$ cat src/pkg/iwc_defs.svh
// Constants of the interrupt and wake control register block.
// Assumes inclusion by bare name from the core file only.
`ifndef IWC_DEFS_SVH
`define IWC_DEFS_SVH

// ==========================================================
// Register layout
`define IWC_REG_ADDR     3'h2
`define IWC_ADDR_MSB     15
`define IWC_ADDR_LSB     13
`define IWC_LOCK_BIT     12
`define IWC_MAIN_IE_BIT  11
`define IWC_XCVR_IE_BIT  10
`define IWC_LINA_SB_BIT  9
`define IWC_LINB_SB_BIT  8
`define IWC_WKA_HI_BIT   7
`define IWC_WKA_LO_BIT   6
`define IWC_WKB_HI_BIT   5
`define IWC_WKB_LO_BIT   4
`define IWC_CAN_SB_BIT   3
`define IWC_RST_LVL_BIT  2
`define IWC_WKA_STR_BIT  1
`define IWC_WKB_STR_BIT  0
`define IWC_CTRL_RESET   12'h000
`define IWC_FRAME_BITS   5'h10
`define IWC_CNT_SAT      5'h1F

// ==========================================================
// Timing
`define IWC_CLK_HZ       50000000
`define IWC_SHORT_MS     16
`define IWC_LONG_MS      64
`define IWC_BIAS_ON_US   100
`define IWC_TMR_W        22

`endif

$ cat src/pkg/iwc_pkg.sv
// Types shared by the interrupt and wake control block.
// Assumes nothing beyond a SystemVerilog compiler.
package iwc_pkg;

  // ========================================================
  // Chip operating mode as driven by the mode register
  typedef enum logic [1:0]
  {
    IWC_STANDBY      = 2'b00,
    IWC_SLEEP        = 2'b01,
    IWC_NORMAL_V2OFF = 2'b10,
    IWC_NORMAL_V2ON  = 2'b11
  } iwc_mode_e;

  // ========================================================
  // Transceiver state
  typedef enum logic [1:0]
  {
    IWC_X_OFF    = 2'b00,
    IWC_X_ACTIVE = 2'b01,
    IWC_X_LOWPWR = 2'b10
  } iwc_xstate_e;

  typedef struct packed
  {
    iwc_xstate_e state;
    logic        wakeDetEn;
    logic        wakeIrqEn;
    logic        wakeFlagClr;
  } iwc_xcvr_s;

  // ========================================================
  // Interrupt request pulses
  typedef struct packed
  {
    logic mainUv;
    logic xcvrUv;
    logic linAWake;
    logic linBWake;
    logic canWake;
    logic wakeA;
    logic wakeB;
  } iwc_irq_s;

  // ========================================================
  // Serial frame state
  typedef enum logic [0:0]
  {
    IWC_SPI_IDLE  = 1'b0,
    IWC_SPI_SHIFT = 1'b1
  } iwc_spi_e;

endpackage : iwc_pkg

$ cat src/core/iwc_core.sv
// Interrupt and wake control register with its serial port and the
// transceiver, wake input and wake bias control that it steers.
// Assumes all pins asynchronous to mclk; chipMode and biasRate come from mclk logic.
`timescale 1ns/1ps
`include "iwc_defs.svh"

module iwc_core #(
  parameter int SHORT_CYC  = `IWC_SHORT_MS * (`IWC_CLK_HZ / 1000),
  parameter int LONG_CYC   = `IWC_LONG_MS * (`IWC_CLK_HZ / 1000),
  parameter int BIAS_ON_CYC = `IWC_BIAS_ON_US * (`IWC_CLK_HZ / 1000000)
) (
  input  wire logic             mclk,
  input  wire logic             rst_n,
  input  wire logic             sck,
  input  wire logic             scsN,
  input  wire logic             sdi,
  output logic                  sdo,
  output logic                  sdoOe,
  input  wire iwc_pkg::iwc_mode_e chipMode,
  input  wire logic             biasRate,
  input  wire logic             mainUvWarn,
  input  wire logic             xcvrUvWarn,
  input  wire logic             linAWakeDet,
  input  wire logic             linBWakeDet,
  input  wire logic             canWakeDet,
  input  wire logic             wakeInputA,
  input  wire logic             wakeInputB,
  output iwc_pkg::iwc_irq_s     irqReq,
  output iwc_pkg::iwc_xcvr_s    linACtrl,
  output iwc_pkg::iwc_xcvr_s    linBCtrl,
  output iwc_pkg::iwc_xcvr_s    canCtrl,
  output logic                  resetLevelSel,
  output logic                  wakeBiasOutput,
  output logic                  wakeBiasOe
);

  // ========================================================
  // Functions
  function automatic iwc_pkg::iwc_xcvr_s xcvrDecode(
    input logic               standby,
    input iwc_pkg::iwc_mode_e mode
  );
    iwc_pkg::iwc_xcvr_s r;
    r = '0;
    if (standby)
    begin
      r.state     = iwc_pkg::IWC_X_LOWPWR;
      r.wakeDetEn = 1'b1;
      r.wakeIrqEn = 1'b1;
    end
    else if (mode == iwc_pkg::IWC_NORMAL_V2OFF ||
             mode == iwc_pkg::IWC_NORMAL_V2ON)
    begin
      r.state       = iwc_pkg::IWC_X_ACTIVE;
      r.wakeFlagClr = 1'b1;
    end
    else
    begin
      r.state = iwc_pkg::IWC_X_OFF;
    end
    return r;
  endfunction : xcvrDecode

  function automatic logic edgeHit(
    input logic [1:0] sel,
    input logic       cur,
    input logic       prev
  );
    // Code 11 takes both edges on either input
    return (sel[0] & cur & ~prev) | (sel[1] & ~cur & prev);
  endfunction : edgeHit

  // ========================================================
  // Pin synchronisers; stage three only feeds edge detection
  localparam int NSYNC = 10;
  logic [NSYNC-1:0] syncA;
  logic [NSYNC-1:0] syncB;
  logic [NSYNC-1:0] syncC;
  logic [NSYNC-1:0] pinIn;

  assign pinIn = {sck, scsN, sdi, mainUvWarn, xcvrUvWarn,
                  linAWakeDet, linBWakeDet, canWakeDet,
                  wakeInputA, wakeInputB};

  always_ff @(posedge mclk or negedge rst_n)
  begin
    if (!rst_n)
    begin
      syncA <= 10'h3FF;
      syncB <= 10'h3FF;
      syncC <= 10'h3FF;
    end
    else
    begin
      syncA <= pinIn;
      syncB <= syncA;
      syncC <= syncB;
    end
  end

  logic sckNow;
  logic sckOld;
  logic csNow;
  logic csOld;
  logic sdiNow;
  assign sckNow = syncB[9];
  assign sckOld = syncC[9];
  assign csNow  = syncB[8];
  assign csOld  = syncC[8];
  assign sdiNow = syncB[7];

  // ========================================================
  // Serial frame engine and control register
  iwc_pkg::iwc_spi_e spiState;
  iwc_pkg::iwc_spi_e next_spiState;
  logic [15:0] rxShift;
  logic [15:0] next_rxShift;
  logic [15:0] txShift;
  logic [15:0] next_txShift;
  logic [4:0]  bitCnt;
  logic [4:0]  next_bitCnt;
  logic [11:0] ctrl;
  logic [11:0] next_ctrl;
  logic        next_sdo;
  logic        next_sdoOe;

  always_comb
  begin
    next_spiState = spiState;
    next_rxShift  = rxShift;
    next_txShift  = txShift;
    next_bitCnt   = bitCnt;
    next_ctrl     = ctrl;
    next_sdo      = sdo;
    next_sdoOe    = sdoOe;
    case (spiState)
      iwc_pkg::IWC_SPI_IDLE:
      begin
        next_sdoOe = 1'b0;
        next_sdo   = 1'b0;
        if (!csNow && csOld)
        begin
          next_spiState = iwc_pkg::IWC_SPI_SHIFT;
          // Address code leads, lock reads zero
          next_txShift  = {`IWC_REG_ADDR, 1'b0, ctrl};
          next_sdo      = 1'(`IWC_REG_ADDR >> 2);
          next_sdoOe    = 1'b1;
          next_bitCnt   = 5'h00;
        end
      end
      iwc_pkg::IWC_SPI_SHIFT:
      begin
        if (csNow)
        begin
          next_spiState = iwc_pkg::IWC_SPI_IDLE;
          next_sdoOe    = 1'b0;
          // Only a whole frame for this address may write
          if (bitCnt == `IWC_FRAME_BITS &&
              rxShift[`IWC_ADDR_MSB:`IWC_ADDR_LSB] == `IWC_REG_ADDR &&
              !rxShift[`IWC_LOCK_BIT])
            next_ctrl = rxShift[11:0];
        end
        else
        begin
          if (sckNow && !sckOld && bitCnt != 5'h00)
          begin
            next_txShift = {txShift[14:0], 1'b0};
            next_sdo     = txShift[14];
          end
          if (!sckNow && sckOld)
          begin
            next_rxShift = {rxShift[14:0], sdiNow};
            if (bitCnt != `IWC_CNT_SAT)
              next_bitCnt = bitCnt + 5'h01;
          end
        end
      end
      default:
      begin
        next_spiState = iwc_pkg::IWC_SPI_IDLE;
      end
    endcase
  end

  always_ff @(posedge mclk or negedge rst_n)
  begin
    if (!rst_n)
    begin
      spiState <= iwc_pkg::IWC_SPI_IDLE;
      rxShift  <= 16'h0000;
      txShift  <= 16'h0000;
      bitCnt   <= 5'h00;
      ctrl     <= `IWC_CTRL_RESET;
      sdo      <= 1'b0;
      sdoOe    <= 1'b0;
    end
    else
    begin
      spiState <= next_spiState;
      rxShift  <= next_rxShift;
      txShift  <= next_txShift;
      bitCnt   <= next_bitCnt;
      ctrl     <= next_ctrl;
      sdo      <= next_sdo;
      sdoOe    <= next_sdoOe;
    end
  end

  // ========================================================
  // Wake bias timer and wake input sampling
  logic [`IWC_TMR_W-1:0] biasTmr;
  logic [`IWC_TMR_W-1:0] next_biasTmr;
  logic                  sampleTick;
  logic                  biasWindow;
  logic                  strobeAny;
  logic                  heldA;
  logic                  heldB;
  logic                  prevA;
  logic                  prevB;
  logic                  next_heldA;
  logic                  next_heldB;
  logic                  next_biasOut;
  logic                  next_biasOe;

  assign strobeAny  = ctrl[`IWC_WKA_STR_BIT] | ctrl[`IWC_WKB_STR_BIT];

  always_comb
  begin
    logic [`IWC_TMR_W-1:0] last;
    last = `IWC_TMR_W'(SHORT_CYC - 1);
    if (biasRate)
      last = `IWC_TMR_W'(LONG_CYC - 1);
    next_biasTmr = (biasTmr >= last) ? '0 : biasTmr + 1'b1;
    biasWindow   = biasTmr < `IWC_TMR_W'(BIAS_ON_CYC);
    sampleTick   = biasTmr == `IWC_TMR_W'(BIAS_ON_CYC - 1);
    // Strobed inputs only change at the end of a bias pulse
    next_heldA = ctrl[`IWC_WKA_STR_BIT] ?
                 (sampleTick ? syncB[1] : heldA) : syncB[1];
    next_heldB = ctrl[`IWC_WKB_STR_BIT] ?
                 (sampleTick ? syncB[0] : heldB) : syncB[0];
    if (strobeAny)
    begin
      next_biasOut = biasWindow;
      next_biasOe  = biasWindow;
    end
    else
    begin
      next_biasOut = biasRate;
      next_biasOe  = biasRate;
    end
  end

  always_ff @(posedge mclk or negedge rst_n)
  begin
    if (!rst_n)
    begin
      biasTmr        <= '0;
      heldA          <= 1'b1;
      heldB          <= 1'b1;
      prevA          <= 1'b1;
      prevB          <= 1'b1;
      wakeBiasOutput <= 1'b0;
      wakeBiasOe     <= 1'b0;
    end
    else
    begin
      biasTmr        <= next_biasTmr;
      heldA          <= next_heldA;
      heldB          <= next_heldB;
      prevA          <= heldA;
      prevB          <= heldB;
      wakeBiasOutput <= next_biasOut;
      wakeBiasOe     <= next_biasOe;
    end
  end

  // ========================================================
  // Outputs: transceiver control, requests, reset level
  iwc_pkg::iwc_xcvr_s next_linA;
  iwc_pkg::iwc_xcvr_s next_linB;
  iwc_pkg::iwc_xcvr_s next_can;
  iwc_pkg::iwc_irq_s  next_irq;

  always_comb
  begin
    next_linA = xcvrDecode(ctrl[`IWC_LINA_SB_BIT], chipMode);
    next_linB = xcvrDecode(ctrl[`IWC_LINB_SB_BIT], chipMode);
    next_can  = xcvrDecode(ctrl[`IWC_CAN_SB_BIT], chipMode);
    next_irq  = '0;
    next_irq.mainUv   = ctrl[`IWC_MAIN_IE_BIT] &
                        syncB[6] & ~syncC[6];
    next_irq.xcvrUv   = ctrl[`IWC_XCVR_IE_BIT] &
                        syncB[5] & ~syncC[5];
    next_irq.linAWake = next_linA.wakeIrqEn & syncB[4] & ~syncC[4];
    next_irq.linBWake = next_linB.wakeIrqEn & syncB[3] & ~syncC[3];
    next_irq.canWake  = next_can.wakeIrqEn & syncB[2] & ~syncC[2];
    next_irq.wakeA    = edgeHit(ctrl[`IWC_WKA_HI_BIT:`IWC_WKA_LO_BIT],
                                heldA, prevA);
    next_irq.wakeB    = edgeHit(ctrl[`IWC_WKB_HI_BIT:`IWC_WKB_LO_BIT],
                                heldB, prevB);
  end

  always_ff @(posedge mclk or negedge rst_n)
  begin
    if (!rst_n)
    begin
      linACtrl      <= '0;
      linBCtrl      <= '0;
      canCtrl       <= '0;
      irqReq        <= '0;
      resetLevelSel <= 1'b0;
    end
    else
    begin
      linACtrl      <= next_linA;
      linBCtrl      <= next_linB;
      canCtrl       <= next_can;
      irqReq        <= next_irq;
      resetLevelSel <= ctrl[`IWC_RST_LVL_BIT];
    end
  end

endmodule : iwc_core

$ cat config.mk
export PLATFORM = sky130hd
export DESIGN_NAME = iwc_core
export DESIGN_NICKNAME = d
export VERILOG_FILES = /design/src/pkg/iwc_pkg.sv /design/src/core/iwc_core.sv
export VERILOG_INCLUDE_DIRS = /design/src /design/src/pkg
export SDC_FILE = /design/constraint.sdc
export NUM_CORES = 1
export LEC_CHECK = 0
export BUFFER_PORTS_ARGS = -buffer_cell sky130_fd_sc_hd__buf_2
export CAP_MARGIN = 20
export CORE_MARGIN = 1
export CORE_UTILIZATION = 53
export CTS_CLUSTER_SIZE = 8
export DETAILED_ROUTE_END_ITERATION = 12
export MAX_ROUTING_LAYER = met4
export PLACE_DENSITY = 0.82
export REMOVE_ABC_BUFFERS = 1
export SKIP_LAST_GASP = 1
export SLEW_MARGIN = 20
export SYNTH_ARGS = -nofsm -noshare
export SYNTH_HDL_FRONTEND = slang
export SYNTH_SLANG_ARGS = --single-unit
$ cat constraint.sdc
create_clock -name mclk -period 2.11 [get_ports mclk]
set_input_delay 0.211 -clock mclk [delete_from_list [all_inputs] [get_ports mclk]]
set_output_delay 0.211 -clock mclk [all_outputs]
set_load 0.01 [all_outputs]
==> metrics.cfg, run 1 <==
[grt]
grt_pass1_vias = 3457
grt_max_degree = 53
track_usage = 0.2260
grt_pass1_wl_um = 16730
antenna_found_initial = 0
grt-ovfl-total = 0

[routing]
viasPerCell = 5.751
ant_nets = 0
wire_per_inst_um = 17.27
dr.pass1.iters = 4
drc = 0
drtIter0Drc = 145
via_count = 3301
routed_wl_um = 9915

[critical_path]
critical_path_class = flip-flop to flip-flop
start_kind = flip-flop
max_stage_delay_ns = 0.61
reg2reg_to = biasTmr[17]
cp_slowest_cell = or4_4
critical_path_buf_inv_count = 0
crit_start = biasTmr[3]
crit_chain = nand4_4 > or4_4 > or3_1 > a211oi_1
r2r_slack_ns = 0.02
required_ns = 2.49
crit_family = simple AND/OR/NAND/NOR gates
path_max_fanout = 6
worstRegToRegCells = 4
cp-end-kind = flip-flop
worst_ep_arrival_time_ns = 2.47
r2r_start = biasTmr[3]

[power_and_ir_drop]
p_leak_uw = 0.002889
peakVddDrop_uv = 570.8
p_per_area_nw_per_um2 = 1006

[clock_tree]
cts_root_buffer = clkbuf_8
clockBufferDepth = 2
clk_pin_slew_worst_paths_ns = 0.06
htreeDepth = 4
tritoncts = built
cts_sinks = 119
cts_buffers = 17
clkLatencyLatePin_ns = 0.51

[timing]
rsz0062_at_grt = true
hold_viol = 0
period_needed_ns = 2.088
finalSetupTns_ns = 0
maxSlewViolCount = 0
skew_ns = 0.006620
finalCritPeriodShare = 0.9897
slew_headroom = 0.5657
fmax_mhz = 478.8
setup_viol = 0
worst_pin_slew_ns = 0.6514

[placed_design]
place_inst = 530
dp_hpwl_um = 6054
routabilityCongestion = 0.8800
port_buffers = 40

[min_path]
hold_path.class = input pin to flip-flop
hold-path-cell-count = 3
hold_start = biasRate
whs_endpoint = wakeBiasOe

[layout]
area_delta_synth_final_pct = 21.90
antenna_cells = 0
fin_cells = 574
drive_above_1_share = 0.3909
final_common_cell = dfrtp_1
fin_nets = 480
fill_cells = 612
final_cell_mix = 86 x dfrtp_1, 54 x mux2_2, 39 x buf_2, 31 x dfstp_2, 27 x nand2_1

[die]
ios = 42
die_y_um = 99.40
initial_core_util = 0.5467
die-area_um2 = 9879
core_um2 = 9196
die_w_um = 99.40
row_count = 35

[synthesis]
async_reset_ff_frac = 1.000
synthFlopType = dfrtp_1
syn_area_per_cell_um2 = 12.82
synth_seq_cells = 119
syn-instance-count = 392
yosysSeqAreaShare = 0.6000
ys_types = 47
synth-warning-count = 0
syn-cell-area_um2 = 5027
synth_edf_count = 0

[flow_run]
drv_cap = 0

[run_status]
status = complete, no violations

power breakdown:
part	internal, µW	switching, µW
sequential	2480	210
clock	1880	970
combinational	293	329
total	4650	1510
what timing repair did:
| action | 4_1_cts | 5_1_grt |
|---|---|---|
| hold endpoints to repair | 44 | 0 |
| setup endpoints to repair | 13 | 11 |
| buffers inserted | 0 | 1 |
| resized for setup | 4 | 7 |
| pin swaps | 0 | 2 |
| hold buffers | 12 | 0 |
metrics by stage:
step / utilization / power, µW / hold slack (ns) / area (µm²) / setup slack [ns]
2_1_floorplan: - / 3043 / -0.08459 / 4880 / -0.8618
3_3_place_gp: 0.5849 / 3240 / 0.2718 / 5379 / 0.01425
3_5_place_dp: 0.5849 / 3288 / 0.2857 / 5379 / -0.01629
4_1_cts: 0.6635 / 6172 / 0.01852 / 6102 / 0.003281
5_1_grt: 0.6664 / 6402 / 0.02514 / 6128 / -0.02826
6_report: 0.6664 / 6163 / 0.02240 / 6128 / 0.02165
state kept, by name, summed over array words and instances (netlist names), 2 cells and up:
name,flops
biasTmr,22
rxShift,16
txShift,15
ctrl,12
syncA,10
syncB,10
irqReq,7
syncC,7
bitCnt,5
canCtrl,2
linACtrl,2
linBCtrl,2
tightest hold or removal path, cell delays in order:
cell and delay [ns]:
buf_2 0.14, nand2_1 0.07, o41ai_1 0.07
Yosys cell counts (3+ instances only):
master	count	area, µm²
a21oi_1	4	20.02
ha_1	14	175.2
nor2b_1	5	31.28
buf_1	3	11.26
mux2_2	54	608.1
o21ai_0	11	55.05
nand2_1	27	101.4
clkbuf_1	9	33.78
dfrtp_1	88	2202
a211oi_1	8	60.06
or3_1	6	37.54
xor2_1	3	26.28
buf_2	3	15.01
mux2i_1	3	30.03
nor2_1	16	60.06
buf_4	11	82.58
nand3b_1	3	22.52
nor3_1	19	95.09
inv_1	9	33.78
nand4_1	6	37.54
dfstp_2	31	814.5
nand3_1	9	45.04
nor4_1	7	43.79
xnor2_1	13	113.9
logic make-up after synthesis:
| kind of cell | after synthesis | synth area share |
|---|---|---|
| fa+ha+maj | 14 | 0.03484 |
| compound gates | 34 | 0.04580 |
| buf+inv | 36 | 0.03608 |
| flops | 119 | 0.6000 |
| simple gates | 116 | 0.1284 |
| mux | 57 | 0.1269 |
| xor+xnor | 16 | 0.02788 |
metal layers:
metal  global-route usage  routed length [µm]  vias to the layer above
met2               0.3547                5042                       81
met5                    -                   0                        -
met4              0.09163                 189                        0
met3              0.05833                 385                       19
li1                     -                   -                     1511
met1               0.2815                4298                     1690
how the worst max path moves through the flow:
stage | to | cells past startpoint | slack (ns)
floorplan | rxShift[0] | 2 | -0.86
finish | biasTmr[17] | 4 | 0.02
global route | biasTmr[17] | 4 | -0.03
detailed placement | txShift[5] | 7 | -0.02
CTS | biasTmr[17] | 4 | 0.003
global placement | txShift[4] | 7 | 0.01
final cells by class:
cell class	instances	area, µm²	share of cell area
clock buffers	22	462.9	0.07554
clock inverters	9	126.4	0.02062
well taps	111	138.9	0.02266
inverters	9	33.78	0.005512
flip-flops and latches	119	3019	0.4927
multi-input cells	237	1867	0.3046
repair buffers	67	480.5	0.07840
Power figures use the tool's default switching activity.
==> inputs of run 2 (changes only) <==
Settings changed: MAX_ROUTING_LAYER met4 to default, RECOVER_POWER from default to 25.
==> run 2 against run 1 <==
  * Fmax rose by 0.35%
  * Hold slack better by 0.0079 ns
  * Via count grew 0.61%
  * Highest routed layer unchanged
  * Clock skew rose by 0.0010 ns
  * First-iteration DRC count up 4.1%
  * Register-to-register slack about the same
  * Sequential power about the same
  * Cell count did not move
  * Sequential share of layout area is essentially flat
  * Die area unchanged
  * Wire length is 0.44% higher
  * Clock power hardly changed
  * Critical endpoint is now biasTmr[20]
==> metrics.cfg, run 2 (same netlist as run 1, synthesis figures left out) <==
[layout]
largest_register_ff_count = 22
top_regs = biasTmr: 22 flops, rxShift: 16 flops, txShift: 15 flops
final_common_cell = dfrtp_1
area_delta_synth_final_pct = 21.83
fin_nets = 480
antenna_cells = 0
postLayoutCellArea_um2 = 6125
final_core_util = 0.6660
drive_above_1_share = 0.3715
largest-register = biasTmr
final_cell_mix = 86 x dfrtp_1, 54 x mux2_2, 38 x buf_2, 27 x nand2_1, 23 x dfstp_2

[critical_path]
critical_path_buf_inv_count = 0
critical_path_class = flip-flop to flip-flop
path_max_fanout = 5
crit_start = biasTmr[0]
cp_slowest_cell = or4_4
max_stage_delay_ns = 0.59
required_ns = 2.52
worst_ep_arrival_time_ns = 2.49
cp-end-kind = flip-flop
r2r_start = biasTmr[0]
start_kind = flip-flop
crit_family = simple AND/OR/NAND/NOR gates
crit_chain = ha_2 > nand3_1 > or4_4 > or3_1 > a211oi_1

[power_and_ir_drop]
power.switching_uw = 1517
p_leak_uw = 0.002881
comb_power_share = 0.101
peakVddDrop_uv = 571.3
p_per_area_nw_per_um2 = 1007
intPower_uw = 4650
p_sw_frac = 0.2459
seq_power_share = 0.436
clkPwrFrac = 0.463

[timing]
skew_ns = 0.007619
period_needed_ns = 2.081
setup_viol = 0
hold_viol = 0
worst_pin_slew_ns = 1.303
finalCritPeriodShare = 0.9863
slew_headroom = 0.1316
maxSlewViolCount = 0
fmax_mhz = 480.5
rsz0062_at_grt = true

[routing]
ant_nets = 0
viasPerCell = 5.786
drc = 0
dr.pass1.iters = 5
routed_wl_um = 9959
drtIter0Drc = 151
wire_per_inst_um = 17.35
via_count = 3321

[clock_tree]
cts_sinks = 119
htreeDepth = 4
cts_buffers = 17
clockBufferDepth = 2
tritoncts = built
cts_root_buffer = clkbuf_8
clkLatencyLatePin_ns = 0.51
clk_pin_slew_worst_paths_ns = 0.06

[placed_design]
dp_hpwl_um = 6054
port_buffers = 40
routabilityCongestion = 0.8660
placed_cell_area_um2 = 5379

[grt]
use_met1 = 0.2829
grt_max_degree = 53
antenna_found_initial = 0
use_met2 = 0.3536
grt_pass1_vias = 3471
met3_usage = 0.05833
track_usage = 0.2193
grt_pass1_wl_um = 16730
grt-ovfl-total = 0
grt-busiest-layer = met2

[die]
die_w_um = 99.40
initial_core_util = 0.5467
die-area_um2 = 9879
ios = 42
core_um2 = 9196
row_count = 35
die_y_um = 99.40

[flow_run]
drv_cap = 0

[min_path]
hold_path.class = input pin to flip-flop
hold_start = biasRate

[run_status]
status = complete, no violations

run 2: changes by cell type in the layout (fill, tap and decap cells not counted):
cell / change
clkbuf_1: +1
buf_2: -1
dfstp_1: +8
clkbuf_2: +1
buf_4: -1
dfstp_2: -8
run 2: metal layers:
| layer | wire length (µm) | up-vias |
|---|---|---|
| met2 | 5127 | 84 |
| met1 | 4308 | 1708 |
| met4 | 188 | 0 |
| li1 | - | 1506 |
| met3 | 335 | 23 |
| met5 | 0 | - |
run 2: repair_timing:
item / in CTS / in global routing
setup buffers: 0 / 1
hold buffers: 12 / 0
gates resized for setup: 4 / 7
pin swaps: 0 / 2
gates cloned: 0 / 0
endpoints found under the hold margin: 44 / 0
endpoints found under the setup margin: 13 / 11
run 2: final timing paths:
| path | endpoint | slack, ns | cells after the start |
|---|---|---|---|
| max | biasTmr[20] | 0.03 | 5 |
| min | wakeBiasOe | 0.03 | 3 |
| max reg2reg | biasTmr[20] | 0.03 | 5 |
| min reg2reg | syncB[5] | 0.35 | 0 |
| max in group asynchronous | syncB[7] | 0.68 | 3 |
| min in group asynchronous | irqReq[6] | 0.54 | 2 |
run 2: worst reg2reg max path, stage by stage (launching register included):
cell and delay (ns):
dfrtp_1 0.38, ha_2 0.23, nand3_1 0.13, or4_4 0.59, or3_1 0.38, a211oi_1 0.27
run 2: layout make-up:
| cell class | instances | area, µm² |
|---|---|---|
| fill | 614 | 3072 |
| sequential | 119 | 3019 |
| multi-input combinational | 237 | 1867 |
| timing repair buffer | 67 | 476.7 |
| clock buffer | 22 | 462.9 |
| tap | 111 | 138.9 |
| clock inverter | 9 | 126.4 |
| inverter | 9 | 33.78 |
run 2: through the flow:
stage / total power, µW / hold WS (ns) / cells / TNS [ns] / setup slack (ns)
after floorplan: 3043 / -0.08459 / 365 / -17.14 / -0.8618
after global placement: 3240 / 0.2718 / 530 / 0 / 0.01425
after detailed placement: 3288 / 0.2857 / 530 / -0.08318 / -0.01629
after CTS: 6172 / 0.01852 / 573 / 0 / 0.003281
after global routing: 6405 / 0.02495 / 574 / -0.02819 / -0.02819
final: 6167 / 0.03030 / 574 / 0 / 0.02892
run 2: power groups by stage:
stage | combinational [µW] | clock (µW) | sequential [µW]
global placement | 533 | 0 | 2710
global route | 691 | 3000 | 2720
floorplan | 356 | 0 | 2690
finish | 624 | 2850 | 2690
detailed placement | 567 | 0 | 2720
CTS | 602 | 2880 | 2690
==> inputs of run 3 (changes only) <==
Settings changed: RECOVER_POWER 25 to 50, REMOVE_ABC_BUFFERS 1 to default.
==> run 3 against run 2 <==
  * Cell area grew 0.69%
  * Flip-flop and latch count unchanged
  * Global-route usage hardly changed
  * Cell count up 0.70%
  * Critical path depth up 3
==> metrics.cfg, run 3 (same netlist as run 1, synthesis figures left out) <==
[run_status]
status = complete, no violations

[layout]
largest_register_ff_count = 22
final_cell_mix = 88 x dfrtp_1, 53 x mux2_2, 38 x buf_2, 25 x nand2_1, 23 x dfstp_2
antenna_cells = 0
fin_nets = 483
final_common_cell = dfrtp_1
top_regs = biasTmr: 22 flops, rxShift: 16 flops, txShift: 15 flops
area_delta_synth_final_pct = 22.67
final_core_util = 0.6706
largest-register = biasTmr
drive_above_1_share = 0.3919

[placed_design]
port_buffers = 40
routabilityCongestion = 0.8690
dp_hpwl_um = 6068

[routing]
drtIter0Drc = 200
viasPerCell = 5.728
via_count = 3311
drc = 0
dr.pass1.iters = 5
ant_nets = 0
routed_wl_um = 9946
wire_per_inst_um = 17.21

[timing]
hold_viol = 0
worst_pin_slew_ns = 0.9695
fmax_mhz = 478.7
setup_viol = 0
maxSlewViolCount = 0
finalCritPeriodShare = 0.9900
slew_headroom = 0.3537
holdWs_ns = 0.04405
period_needed_ns = 2.089
skew_ns = 0.009599

[clock_tree]
cts_sinks = 119
cts_buffers = 17
clockBufferDepth = 2
clkLatencyLatePin_ns = 0.52
clk_pin_slew_worst_paths_ns = 0.06
cts_root_buffer = clkbuf_8
htreeDepth = 4
tritoncts = built

[critical_path]
start_kind = flip-flop
cp-end-kind = flip-flop
crit_chain = buf_4 > ha_4 > and3_4 > ha_4 > or3b_4 > a211oi_2 > xnor2_1 > nor2_1
cp_common_cell = ha_4
critical_path_buf_inv_count = 1
path_max_fanout = 3
max_stage_delay_ns = 0.44
cp_slowest_cell = or3b_4
worst_ep_arrival_time_ns = 2.49
required_ns = 2.51
crit_family = simple AND/OR/NAND/NOR gates
critical_path_class = flip-flop to flip-flop

[die]
ios = 42
die_y_um = 99.40
core_um2 = 9196
initial_core_util = 0.5467
die_w_um = 99.40
row_count = 35
die-area_um2 = 9879

[power_and_ir_drop]
seq_power_share = 0.451
clkPwrFrac = 0.448
p_leak_uw = 0.002872
comb_power_share = 0.102
peakVddDrop_uv = 586.7
intPower_uw = 4400
p_sw_frac = 0.2643
power.switching_uw = 1581
p_per_area_nw_per_um2 = 969.8

[min_path]
hold_path.class = input pin to flip-flop

[synthesis]
synth_fp_nets = 421

[grt]
grt-ovfl-total = 0
grt_pass1_vias = 3482
antenna_found_initial = 0
grt_max_degree = 45
track_usage = 0.2193
grt_pass1_wl_um = 16570

[flow_run]
drv_cap = 0

==> run 3: worst min-delay path: stages <==
cell and delay (ns):
buf_2 0.15, nand2_1 0.07, o41ai_1 0.09
==> run 3: final cells by class <==
cell class              count  area [µm²]
clock inverters            13       122.6
well taps                 111       138.9
clock buffers              19       441.7
multi-input cells         237        1931
flip-flops and latches    119        3017
inverters                   9       33.78
repair buffers             70       483.0
fillers                   608        3029
==> run 3: metrics by stage <==
step | area, µm² | power (µW) | cells | setup slack [ns] | TNS, ns
floorplan | 5034 | 3074 | 392 | 0.008101 | 0
global placement | 5374 | 3240 | 531 | 0.02890 | 0
detailed placement | 5374 | 3284 | 531 | -0.03546 | -0.3215
CTS | 6120 | 6018 | 578 | 0.01118 | 0
global route | 6167 | 6219 | 578 | -0.06682 | -0.09547
finish | 6167 | 5981 | 578 | 0.02104 | 0
==> run 3: power groups by stage <==
stage	Sequential, µW	Clock, µW	Combinational (µW)
after floorplan	2640	0	431
after global placement	2710	0	530
after detailed placement	2720	0	561
after CTS	2690	2730	602
after global routing	2720	2830	675
final	2690	2680	608
==> run 3: what timing repair did <==
action | 4_1_cts | 5_1_grt
gates cloned | 1 | 0
buffers inserted | 2 | 0
hold buffers | 12 | 0
gates resized for setup | 7 | 15
hold endpoints to repair | 44 | 0
setup endpoints to repair | 13 | 19
pin swaps | 3 | 7
==> run 3: metal layers <==
layer,vias up,global-route usage,routed length [µm]
li1,1508,-,-
met1,1670,0.2705,4220
met2,101,0.3643,5056
met3,32,0.05200,386
met4,0,0.1075,282
met5,-,0,0
==> run 3: worst paths after layout <==
| path | from | endpoint | slack [ns] | cells after the start |
|---|---|---|---|---|
| worst min register to register | syncA[6] | syncB[6] | 0.36 | 0 |
| worst min-delay path | biasRate | wakeBiasOe | 0.04 | 3 |
| worst max-delay path | bitCnt[0] | bitCnt[2] | 0.02 | 8 |
| max in group asynchronous | rst_n | txShift[7] | 0.37 | 3 |
| min in group asynchronous | rst_n | irqReq[3] | 0.31 | 2 |
| worst max register to register | bitCnt[0] | bitCnt[2] | 0.02 | 8 |
